==> src/flash_write_control_regs.vh <==
// register offsets, bit positions, reset values and constants of the flash write control block
`ifndef FLASH_WRITE_CONTROL_REGS_VH
`define FLASH_WRITE_CONTROL_REGS_VH

`define CTRL_LOW_ADDR 24'h080000
`define CTRL_HIGH_ADDR 24'h080002
`define PERIPH_LO_ADDR 24'h080004
`define PERIPH_HI_ADDR 24'h080015
`define BANK_HI_ADDR 24'h04ffff
`define PROT_LO_ADDR 24'h08dfb0
`define PROT_HI_ADDR 24'h08dfbf
`define TEST_HI_ADDR 24'h001fff

`define TRAP_VALUE 16'h009b
`define CTRL_LOW_RESET 16'h0000
`define CTRL_HIGH_RESET 16'h0000

`define LOCK_BIT 4
`define BUSY_BIT 1
`define WMS_BIT 15
`define SUSPEND_BIT_BIT 14
`define WPG_BIT 13
`define DOUBLE_WORD_PROGRAM_SELECT_BIT 12
`define SER_BIT 11
`define SPR_BIT 8

`define KIND_WORD 2'h0
`define KIND_DWORD 2'h1
`define KIND_ERASE 2'h2
`define KIND_PROT 2'h3

`endif

==> src/flash_region_decode.v <==
// address decode of the flash bank, the control registers and the other flash registers
`default_nettype none
`include "flash_write_control_regs.vh"

module flash_region_decode (
   input wire [23:0] addr_i,
   output wire ctrl_low_o,
   output wire ctrl_high_o,
   output wire periph_o,
   output wire bank_o,
   output wire test_zone_o
);

   wire [23:0] word_addr;

   // 8-bit accesses hit the same 16-bit register as the even byte
   assign word_addr = {addr_i[23:1], 1'b0};
   assign ctrl_low_o = (word_addr == `CTRL_LOW_ADDR);
   assign ctrl_high_o = (word_addr == `CTRL_HIGH_ADDR);
   assign periph_o = (addr_i >= `PERIPH_LO_ADDR) && (addr_i <= `PERIPH_HI_ADDR);
   // protection registers live inside the bank, so they follow the bank gating
   assign bank_o = (addr_i <= `BANK_HI_ADDR) || ((addr_i >= `PROT_LO_ADDR) && (addr_i <= `PROT_HI_ADDR));
   assign test_zone_o = (addr_i <= `TEST_HI_ADDR);

endmodule
`default_nettype wire

==> src/op_request_check.v <==
// checks a start request for a legal operation and merges program data into a cell
`default_nettype none
`include "flash_write_control_regs.vh"

module op_request_check (
   input wire [3:0] sel_i,
   input wire [23:0] target_addr_i,
   input wire [5:0] sector_sel_i,
   input wire [31:0] cell_old_i,
   input wire [31:0] cell_data_i,
   output reg [1:0] kind_o,
   output reg bad_o,
   output wire [31:0] merged_o
);

   // program can only pull ones to zeros
   assign merged_o = cell_old_i & cell_data_i;

   always @* begin
      kind_o = `KIND_WORD;
      bad_o = 1'b0;
      case (sel_i)
         4'h1: begin
            kind_o = `KIND_WORD;
            bad_o = (target_addr_i[1:0] != 2'h0);
         end
         4'h2: begin
            kind_o = `KIND_DWORD;
            bad_o = (target_addr_i[2:0] != 3'h0);
         end
         4'h4: begin
            kind_o = `KIND_ERASE;
            bad_o = (sector_sel_i == 6'h00);
         end
         4'h8: begin
            kind_o = `KIND_PROT;
            bad_o = (target_addr_i < `PROT_LO_ADDR) || (target_addr_i > `PROT_HI_ADDR);
         end
         default: begin
            bad_o = 1'b1;
         end
      endcase
   end

endmodule
`default_nettype wire

==> src/flash_write_control.v <==
// control and status of write operations on the program flash bank, with bank and register gating
`default_nettype none
`include "flash_write_control_regs.vh"

// Behaviour
// - busy flag is high while an operation runs; set when write start is set
// - set-protection start also raises the busy flag
// - while busy, bank reads return 009Bh and bank writes are dropped
// - busy clears on completion or suspend; set again on resume
// - while locked, flash register reads return 009Bh, writes do nothing; the suspend bit stays writable while a program or erase runs
// - lock flag sets at the moment write start is set
// - lock flag is always readable; software polls it before other accesses
// - error register updates only after busy has cleared
// - test sector never writable; visible only in bootstrap mode
// - set-protection needs select, address and data loaded before start
// - set-protection outside the protection range flags a sequence error
// - protection select clears when set-protection finishes
// - erase needs erase select and at least one sector, never the test sector
// - erase pre-programs the chosen sectors to 0x00 by itself
// - erase select clears when erase finishes
// - double-word program needs an even-word address and both data words
// - double-word select clears when double-word program finishes
// - word program needs select, address and data loaded before start
// - program only clears ones; word select clears when word program finishes
// - start bit 15, suspend 14, word 13, double word 12, erase 11
// - write start launches or resumes; hardware clears it; software clear ignored
// - suspend halts program or erase; resume needs start plus original select
module flash_write_control (
   input wire sys_clk_i,
   input wire rst_b_i,
   input wire bus_req_i,
   input wire bus_wr_i,
   input wire [23:0] bus_addr_i,
   input wire [1:0] bus_be_i,
   input wire [15:0] bus_wdata_i,
   input wire bootstrap_i,
   input wire [15:0] ext_rdata_i,
   input wire error_flag_i,
   input wire [23:0] target_addr_i,
   input wire [5:0] sector_sel_i,
   input wire op_done_i,
   input wire [31:0] cell_old_i,
   input wire [31:0] cell_data_i,
   output reg bus_ack_o,
   output reg [15:0] bus_rdata_o,
   output reg ext_wr_o,
   output reg [23:0] ext_addr_o,
   output reg [1:0] ext_be_o,
   output reg [15:0] ext_wdata_o,
   output reg test_sel_o,
   output reg op_start_o,
   output reg [1:0] op_kind_o,
   output reg op_phase_o,
   output reg op_suspend_o,
   output reg op_resume_o,
   output reg seq_err_o,
   output reg err_update_o,
   output reg [31:0] cell_wdata_o,
   output reg bank_busy_o,
   output reg reg_lock_o
);

   // finish and unlock are split so the error register moves while the lock still holds software off
   localparam ST_IDLE = 3'd0;
   localparam ST_RUN = 3'd1;
   localparam ST_FINISH = 3'd2;
   localparam ST_UNLOCK = 3'd3;
   localparam ST_SUSPEND_BIT = 3'd4;

   reg [2:0] state_ff;
   reg [2:0] nxt_state;
   reg busy_ff;
   reg nxt_busy;
   reg lock_ff;
   reg nxt_lock;
   reg wms_ff;
   reg nxt_wms;
   reg suspend_bit_ff;
   reg nxt_suspend_bit;
   // select bits indexed by operation kind: word, double word, erase, protection
   reg [3:0] sel_ff;
   reg [3:0] nxt_sel;
   reg [1:0] kind_ff;
   reg [1:0] nxt_kind;
   reg phase_ff;
   reg nxt_phase;
   reg seq_pend_ff;
   reg nxt_seq_pend;
   reg nxt_start;
   reg nxt_suspend;
   reg nxt_resume;
   reg nxt_seq_err;
   reg nxt_err_update;
   reg [15:0] low_view;
   reg [15:0] high_view;
   reg [15:0] nxt_rdata;

   wire is_ctrl_low;
   wire is_ctrl_high;
   wire is_periph;
   wire is_bank;
   wire is_test_zone;
   wire [1:0] chk_kind;
   wire chk_bad;
   wire [31:0] merged;
   wire wr_high;
   wire start_req;
   wire [3:0] wsel;
   wire bank_wr_ok;
   wire periph_wr_ok;

   flash_region_decode u_decode (
      .addr_i(bus_addr_i),
      .ctrl_low_o(is_ctrl_low),
      .ctrl_high_o(is_ctrl_high),
      .periph_o(is_periph),
      .bank_o(is_bank),
      .test_zone_o(is_test_zone)
   );

   op_request_check u_check (
      .sel_i(wsel),
      .target_addr_i(target_addr_i),
      .sector_sel_i(sector_sel_i),
      .cell_old_i(cell_old_i),
      .cell_data_i(cell_data_i),
      .kind_o(chk_kind),
      .bad_o(chk_bad),
      .merged_o(merged)
   );

   // all control bits sit in the upper byte, so only that lane counts
   assign wr_high = bus_req_i & bus_wr_i & is_ctrl_high & bus_be_i[1];
   assign wsel = {bus_wdata_i[`SPR_BIT], bus_wdata_i[`SER_BIT],
                  bus_wdata_i[`DOUBLE_WORD_PROGRAM_SELECT_BIT], bus_wdata_i[`WPG_BIT]};
   assign start_req = wr_high & bus_wdata_i[`WMS_BIT];

   // test sector refuses every write and is only reachable for reads in bootstrap mode
   assign bank_wr_ok = is_bank & ~busy_ff & ~is_test_zone;
   assign periph_wr_ok = is_periph & ~lock_ff;

   // operation sequencer
   always @* begin
      nxt_state = state_ff;
      nxt_busy = busy_ff;
      nxt_lock = lock_ff;
      nxt_wms = wms_ff;
      nxt_suspend_bit = suspend_bit_ff;
      nxt_sel = sel_ff;
      nxt_kind = kind_ff;
      nxt_phase = phase_ff;
      nxt_seq_pend = seq_pend_ff;
      nxt_start = 1'b0;
      nxt_suspend = 1'b0;
      nxt_resume = 1'b0;
      nxt_seq_err = 1'b0;
      nxt_err_update = 1'b0;
      case (state_ff)
         ST_IDLE: begin
            if (wr_high) begin
               // software writes to the start bit never store directly
               nxt_sel = wsel;
               nxt_suspend_bit = bus_wdata_i[`SUSPEND_BIT_BIT];
            end
            // a start in the same write as the suspend bit is refused as well
            if (start_req & ~error_flag_i & ~suspend_bit_ff & ~bus_wdata_i[`SUSPEND_BIT_BIT]) begin
               nxt_wms = 1'b1;
               nxt_busy = 1'b1;
               nxt_lock = 1'b1;
               nxt_kind = chk_kind;
               // erase runs a pre-program phase first
               nxt_phase = (chk_kind != `KIND_ERASE);
               // a bad select or target goes straight to finish without starting the array
               if (chk_bad) begin
                  nxt_seq_pend = 1'b1;
                  nxt_state = ST_FINISH;
               end else begin
                  nxt_start = 1'b1;
                  nxt_state = ST_RUN;
               end
            end
         end
         ST_RUN: begin
            if (op_done_i) begin
               if (!phase_ff) begin
                  nxt_phase = 1'b1;
                  nxt_start = 1'b1;
               end else begin
                  // busy falls one edge later, in finish
                  nxt_state = ST_FINISH;
               end
            end else if (wr_high & bus_wdata_i[`SUSPEND_BIT_BIT] & (kind_ff != `KIND_PROT)) begin
               // suspend must stay writable while the lock is up, else it could never act
               nxt_suspend_bit = 1'b1;
               nxt_suspend = 1'b1;
               nxt_busy = 1'b0;
               nxt_wms = 1'b0;
               nxt_lock = 1'b0;
               nxt_state = ST_SUSPEND_BIT;
            end
         end
         ST_FINISH: begin
            nxt_busy = 1'b0;
            nxt_wms = 1'b0;
            nxt_sel[kind_ff] = 1'b0;
            nxt_suspend_bit = 1'b0;
            // error register is told to update only now that busy is low
            nxt_err_update = 1'b1;
            nxt_seq_err = seq_pend_ff;
            nxt_seq_pend = 1'b0;
            nxt_state = ST_UNLOCK;
         end
         ST_UNLOCK: begin
            nxt_lock = 1'b0;
            nxt_state = ST_IDLE;
         end
         ST_SUSPEND_BIT: begin
            if (wr_high) begin
               nxt_sel = wsel;
               nxt_suspend_bit = bus_wdata_i[`SUSPEND_BIT_BIT];
            end
            // only the suspended operation may be resumed; new starts are ignored here
            if (start_req & wsel[kind_ff] & ~error_flag_i) begin
               nxt_suspend_bit = 1'b0;
               nxt_wms = 1'b1;
               nxt_busy = 1'b1;
               nxt_lock = 1'b1;
               nxt_resume = 1'b1;
               nxt_state = ST_RUN;
            end
         end
         default: begin
            nxt_state = ST_IDLE;
         end
      endcase
   end

   always @(posedge sys_clk_i or negedge rst_b_i) begin
      if (!rst_b_i) begin
         state_ff <= ST_IDLE;
         busy_ff <= 1'b0;
         lock_ff <= 1'b0;
         wms_ff <= 1'b0;
         suspend_bit_ff <= 1'b0;
         sel_ff <= 4'h0;
         kind_ff <= `KIND_WORD;
         phase_ff <= 1'b0;
         seq_pend_ff <= 1'b0;
      end else begin
         state_ff <= nxt_state;
         busy_ff <= nxt_busy;
         lock_ff <= nxt_lock;
         wms_ff <= nxt_wms;
         suspend_bit_ff <= nxt_suspend_bit;
         sel_ff <= nxt_sel;
         kind_ff <= nxt_kind;
         phase_ff <= nxt_phase;
         seq_pend_ff <= nxt_seq_pend;
      end
   end

   // register views
   // reserved bits of both views read as zero
   always @* begin
      low_view = `CTRL_LOW_RESET;
      low_view[`LOCK_BIT] = lock_ff;
      low_view[`BUSY_BIT] = busy_ff;
      high_view = `CTRL_HIGH_RESET;
      high_view[`WMS_BIT] = wms_ff;
      high_view[`SUSPEND_BIT_BIT] = suspend_bit_ff;
      high_view[`WPG_BIT] = sel_ff[0];
      high_view[`DOUBLE_WORD_PROGRAM_SELECT_BIT] = sel_ff[1];
      high_view[`SER_BIT] = sel_ff[2];
      high_view[`SPR_BIT] = sel_ff[3];
   end

   // read answer mux, sampled on the request edge
   // unmapped reads answer zero but are still acknowledged
   always @* begin
      nxt_rdata = 16'h0000;
      if (bus_req_i & ~bus_wr_i) begin
         if (is_ctrl_low) begin
            nxt_rdata = low_view;
         end else if (is_ctrl_high) begin
            nxt_rdata = lock_ff ? `TRAP_VALUE : high_view;
         end else if (is_periph) begin
            nxt_rdata = lock_ff ? `TRAP_VALUE : ext_rdata_i;
         end else if (is_bank) begin
            if (busy_ff) begin
               nxt_rdata = `TRAP_VALUE;
            end else begin
               nxt_rdata = ext_rdata_i;
            end
         end
      end
   end

   always @(posedge sys_clk_i or negedge rst_b_i) begin
      if (!rst_b_i) begin
         bus_ack_o <= 1'b0;
         bus_rdata_o <= 16'h0000;
         ext_wr_o <= 1'b0;
         ext_addr_o <= 24'h000000;
         ext_be_o <= 2'h0;
         ext_wdata_o <= 16'h0000;
         test_sel_o <= 1'b0;
         op_start_o <= 1'b0;
         op_kind_o <= `KIND_WORD;
         op_phase_o <= 1'b0;
         op_suspend_o <= 1'b0;
         op_resume_o <= 1'b0;
         seq_err_o <= 1'b0;
         err_update_o <= 1'b0;
         cell_wdata_o <= 32'h00000000;
         bank_busy_o <= 1'b0;
         reg_lock_o <= 1'b0;
      end else begin
         bus_ack_o <= bus_req_i;
         bus_rdata_o <= nxt_rdata;
         // forwarded writes are already filtered by busy and lock
         ext_wr_o <= bus_req_i & bus_wr_i & (bank_wr_ok | periph_wr_ok);
         ext_addr_o <= bus_addr_i;
         ext_be_o <= bus_be_i;
         ext_wdata_o <= bus_wdata_i;
         // outside bootstrap these addresses read the user sector mapped there
         test_sel_o <= bus_req_i & ~bus_wr_i & is_test_zone & bootstrap_i & ~busy_ff;
         op_start_o <= nxt_start;
         op_kind_o <= nxt_kind;
         op_phase_o <= nxt_phase;
         op_suspend_o <= nxt_suspend;
         op_resume_o <= nxt_resume;
         seq_err_o <= nxt_seq_err;
         err_update_o <= nxt_err_update;
         cell_wdata_o <= merged;
         bank_busy_o <= nxt_busy;
         reg_lock_o <= nxt_lock;
      end
   end

endmodule
`default_nettype wire

==> config.mk <==
export PLATFORM = sky130hd
export DESIGN_NAME = flash_write_control
export DESIGN_NICKNAME = d
export VERILOG_FILES = /design/src/flash_region_decode.v /design/src/op_request_check.v /design/src/flash_write_control.v
export VERILOG_INCLUDE_DIRS = /design/src
export SDC_FILE = /design/constraint.sdc
export NUM_CORES = 1
export LEC_CHECK = 0
export ABC_AREA = 1
export BUFFER_PORTS_ARGS = -buffer_cell sky130_fd_sc_hd__buf_2
export CAP_MARGIN = 40
export CELL_PAD_IN_SITES_DETAIL_PLACEMENT = 0
export CELL_PAD_IN_SITES_GLOBAL_PLACEMENT = 1
export CORE_MARGIN = 3
export CORE_UTILIZATION = 28
export DETAILED_ROUTE_END_ITERATION = 8
export GPL_TIMING_DRIVEN = 1
export PLACE_DENSITY = 0.74
export SLEW_MARGIN = 40
export SYNTH_ARGS = -nofsm -noshare
export SYNTH_HDL_FRONTEND = slang
export SYNTH_SLANG_ARGS = --single-unit
==> constraint.sdc <==
create_clock -name sys_clk_i -period 1.35 [get_ports sys_clk_i]
set_input_delay 0.0675 -clock sys_clk_i [delete_from_list [all_inputs] [get_ports sys_clk_i]]
set_output_delay 0.0675 -clock sys_clk_i [all_outputs]
set_load 0.01 [all_outputs]
; ---- After elaboration in Yosys (flattened, before gate mapping)
; Cells that the tools add are included.
[op_classes]
bitwise = 30
n_mux = 52
n_reduce_logical = 23
n_eq_ne = 21
n_lt_le_gt_ge = 10
[ops]
columns = cell, count
row1 = 16-bit two-way mux, 8
row2 = 24-bit by 20-bit >= comparator with 1-bit output (second input constant), 2
row3 = 24-bit by 20-bit <= comparator with 1-bit output (second input constant), 2
row4 = 23-bit by 19-bit equality test with 1-bit output (second input constant), 2
row5 = 32-bit AND, 1
row6 = 1-bit two-way mux, 25
row7 = 24-bit by 20-bit greater-than comparator with 1-bit output (second input constant), 1
row8 = 24-bit by 13-bit <= comparator with 1-bit output (second input constant), 1
row9 = 24-bit by 19-bit <= comparator with 1-bit output (second input constant), 1
row10 = 24-bit by 20-bit less-than comparator with 1-bit output (second input constant), 1
row11 = 1-bit AND, 19
row12 = 2-bit inequality test (second input constant), 8
row13 = 1-bit one-hot mux with 4 select lines, 4
row14 = 3-bit two-way mux, 5
row15 = 3-bit one-hot mux with 4 select lines, 1
row16 = 5-bit AND reduction, 2
row17 = 3-bit AND reduction, 3
row18 = 4-bit one-hot mux with 2 select lines, 1
row19 = 2-bit nonzero test, 4
row20 = 4-bit nonzero test, 2
row21 = 1-bit NOT, 7
row22 = 3-bit by 2-bit equality test with 1-bit output (second input constant), 2
row23 = 6-bit logical NOT, 1
row24 = 3-bit inequality test (second input constant), 2
row25 = 25 further kinds, 31
[word_totals]
input_bits = 159
elab_cells = 157
register_bits = 112
out_inout_bits = 103

; ---- Longest topological paths before layout
[logic_depth]
ltp_word = 9
mapped_depth = 13
mapped_depth_nobuf = 13

; ---- Modules after synthesis
; Synthesis repeated with hierarchy kept, for this count alone.
[unflattened]
hier_cells = 449
hier_area_um2 = 4349.2
[by_module_without_submodules]
columns = mod, cells_per_inst, n_inst, area_each_um2
row1 = flash_write_control, 283, 1, 3621.0
row2 = op_request_check, 118, 1, 484.2
row3 = flash_region_decode, 48, 1, 244.0

; ---- Worst setup path after synthesis
; No wires, ideal clock.
[synth_timing]
path_type = register -> register
from = register state_ff[2]
to = register state_ff[1]
required_time_ns = 1.233
path_stages_with_launch = 11
slack_ns = -0.043
synth_period_minus_slack_ns = 1.393
arrival_ns = 1.276
path_cell_list = dfrtp_1 > nor2_1 > inv_1 > nor2_1 > inv_1 > nor2_1 > inv_1 > nor2_1 > a31oi_1 > nand2_1 > nor2_1
[synth_via]
elab_chain_cells = 3
[synth_rtl]
columns = item, line
row1 = from (decl), flash_write_control.v:70  ; reg [2:0] state_ff;
row2 = from (signal assigned), flash_write_control.v:250  ; state_ff <= nxt_state;
row3 = 3-bit by 1-bit equality test with 1-bit output (tied with other cells), flash_write_control.v:158  ; case (state_ff)
row4 = 3-bit inequality test (no line) / 2-bit inequality test (equally long branches), -
row5 = 4-bit AND reduction (no line), -
; Several ways; a longest one is shown, not always the timed one.
; A chain may end at the register's enable or synchronous reset.

==> reports/qor.yml <==
yosys.cell_types.count: 33
clkPwrFrac_pct: 30.5
end_kind: "flip-flop"
timing.rr.start: "op_kind_o[0]"
numPortBuffers: 260
cts_tree: "yes"
fin_ws_ns: -0.139
cts_buffer_depth: 2
syn_area_um2: 4530
grt_pass1_vias: 5009
status: "finished, violations left"
cp-start-kind: "flip-flop"
insertion_delay_ns: 0.35
syn_inst: 490
whs_path_depth: 5
period_needed_ns: 1.49
ys.warnings.count: 0
drv_cap: 0
grt_pass1_wl_um: 24300
finalHoldViolCount: 0
drcViolationCount: 0
vias: 4862
critPathRequiredTime_ns: 1.60
wirelength_um: 15500
coreArea_um2: 15500
skew_ns: 0.00522
max-vdd-ir-drop_mv: 0.730
drive_above_1_share_pct: 42.4
final_nets: 1116
leakage_nw: 4.57
startpoint: "op_kind_o[0]"
grt_max_degree: 48
power_mw: 8.79
drtIter0Drc: 139
cp.arrival_ns: 1.74
rows: 45
antenna_cells: 0
grtUsageTotal_pct: 17.1
cts_inserted_buffers: 9
clock-root-buffer: "clkbuf_16"
seq_power_share_pct: 43.1
drv_slew: 0
clock.fmax_ghz: 0.672
comb_power_share_pct: 26.5
internal_power_mw: 6.10
ys_ff_latch: 112
drt_pre_antenna_iters: 4
path_common_cell: "nand2_1"
grt_antenna_before_repair: 0
path_buf_inv: 2
globalplace.congestion: 0.847
n_fill_cell: 1436
async_flop_share_pct: 100
htreeDepth: 3
cpMaxStageDelayCell: "dfrtp_1"
die-height_um: 133
ys_seq_area_share_pct: 61.8
crit_type: "flip-flop to flip-flop"
synth_edf_count: 0
avgSynthCellArea_um2: 9.25
worst-path-max-fanout: 4
dp_hpwl_um: 11300
die_w_um: 133
rsz0062_at_grt: "true"
setup_viol: 7
dieArea_um2: 17700
p_switching_mw: 2.69
clock-sinks: 112
synth_ff_type: "dfrtp_1"
syn-num-nets: 649
syn2layout_area_growth_pct: 82.6
clkTransAtPathRegs_ns: 0.08
start_util_pct: 29.2
wl_per_cell_um: 13.2
period_share_pct: 110
hp-class: "input port to flip-flop"
hold-worst-slack_ns: 0.0261
crit_family: "simple AND/OR/NAND/NOR gates"
cp.depth: 10
io_pins: 262
slowest_delay_ns: 0.42
path_cells: "inv_1, nor2_2, a22oi_1, nand2_1, nand4_1, nand2_1, nand2_2, clkinv_2, nand3_2, nand2_1"
via_per_inst: 4.14
switching_share_pct: 30.6
reg2reg_depth: 10
cellPowerDensity_nw_per_um2: 1060
max_slew_margin_pct: 70.7
violations: "setup timing"
hold_start: "ext_rdata_i[15]"
final.setup.tns_ns: -0.523
tightestPinTransition_ns: 0.440
postRouteAntennaNets: 0
grt_overflow: 0
## routing by layer
metal  global-route usage [%]  share of wire (%)  vias to the layer above
met5                        0                  0                        -
met4                     5.89                2.5                        0
met3                     4.12                7.0                       28
met2                     29.9                 50                      175
met1                     20.5                 40                     2205
li1                         -                  -                     2454
## power groups by stage
stage               Clock, mW  Combinational (mW)  Sequential [mW]
global route             2.91                2.56             3.81
CTS                      2.77                2.22             3.77
floorplan                   0               0.789             3.92
global placement            0                1.95             3.84
finish                   2.68                2.33             3.78
detailed placement          0                1.95             3.84
## registers in the layout, summed over array words and instances, names as in the netlist, 2 cells and up
name and count:
ext_be_o 2, ext_addr_o 24, cell_wdata_o 32, ext_wdata_o 16
op_kind_o 2, sel_ff 4, bus_rdata_o 16, state_ff 3
## cell usage after synthesis, types with 2 or more instances
| library cell | count | area, um^2 |
|---|---|---|
| nor4_1 | 5 | 31.3 |
| o21ai_0 | 9 | 45.0 |
| nand2_1 | 125 | 469 |
| nor2_4 | 3 | 33.8 |
| nand2_2 | 5 | 31.3 |
| o211ai_1 | 2 | 15.0 |
| nand4_4 | 2 | 42.5 |
| nor2_1 | 64 | 240 |
| nor2_2 | 2 | 12.5 |
| o21ai_1 | 2 | 10.0 |
| inv_2 | 4 | 15.0 |
| nor3_4 | 2 | 32.5 |
| nand3_1 | 25 | 125 |
| nand4_1 | 11 | 68.8 |
| nor3_1 | 4 | 20.0 |
| a21oi_1 | 14 | 70.1 |
| clkinv_1 | 2 | 7.51 |
| a22oi_1 | 2 | 15.0 |
| o21bai_1 | 2 | 15.0 |
| inv_1 | 81 | 304 |
| dfrtp_1 | 112 | 2800 |
## layout by cell type, fill, tap and decap left out, types with 2 or more instances in the layout
cell / n
inv_2: 11
nand4_1: 11
nor3_4: 2
nand4_4: 2
nor3_1: 4
dfrtp_1: 111
buf_6: 4
buf_4: 77
clkbuf_16: 9
clkinv_4: 3
o21ai_0: 9
dlygate4sd3_1: 115
a21oi_1: 14
buf_12: 2
nor4_1: 5
nand2_1: 123
nand3_1: 22
o21ai_1: 2
nor2_1: 55
o211ai_1: 2
nand3_2: 3
nor2_4: 6
o21bai_1: 2
nand2_2: 7
inv_1: 74
nor2_2: 8
buf_2: 259
## layout make-up
| cell class | count | area (um^2) | share of cell area, % |
|---|---|---|---|
| clock inverters | 6 | 62.6 | 0.756 |
| repair buffers | 457 | 3110 | 37.6 |
| inverters | 87 | 328 | 3.96 |
| multi-input cells | 290 | 1470 | 17.7 |
| clock buffers | 10 | 239 | 2.89 |
| flip-flops and latches | 112 | 2800 | 33.9 |
| well taps | 211 | 264 | 3.19 |
## kinds of logic (layout without fill, tap and decap cells)
| group | after synthesis | after routing | synth area share, % |
|---|---|---|---|
| buf+inv | 88 | 560 | 7.32 |
| compound gates | 36 | 36 | 4.80 |
| flops | 112 | 112 | 61.8 |
| simple gates | 254 | 254 | 26.0 |
## worst paths after layout
check                                  endpoint  slack (ns)
worst max-delay path                 reg_lock_o       -0.14
worst min-delay path            bus_rdata_o[15]        0.03
worst max register to register       reg_lock_o       -0.14
worst min register to register        sel_ff[2]        0.49
max in group asynchronous         ext_addr_o[1]        0.55
min in group asynchronous        bus_rdata_o[1]        0.20
## worst min-delay path, delay by kind of cell
family	cells	cell delay, ns
compound gates	1	0.05
simple gates	2	0.09
buf+inv	2	0.13
## stage by stage
stage	std cells	instance area, um^2	worst slack [ns]	utilization [%]
after global routing	1173	8280	-0.224	53.3
after floorplan	490	4540	0.00658	-
after CTS	1166	8150	-0.0749	52.4
after global placement	1031	6660	-0.196	42.9
after detailed placement	1031	6660	-0.218	42.9
final	1173	8280	-0.139	53.3
## timing repair
item	4_1_cts	5_1_grt
setup buffers	5	6
endpoints found under the hold margin	110	2
hold buffers	114	2
pin swaps	0	13
endpoints found under the setup margin	7	33
resized for setup	1	27
Note: power is estimated with default switching activity, not from simulation.
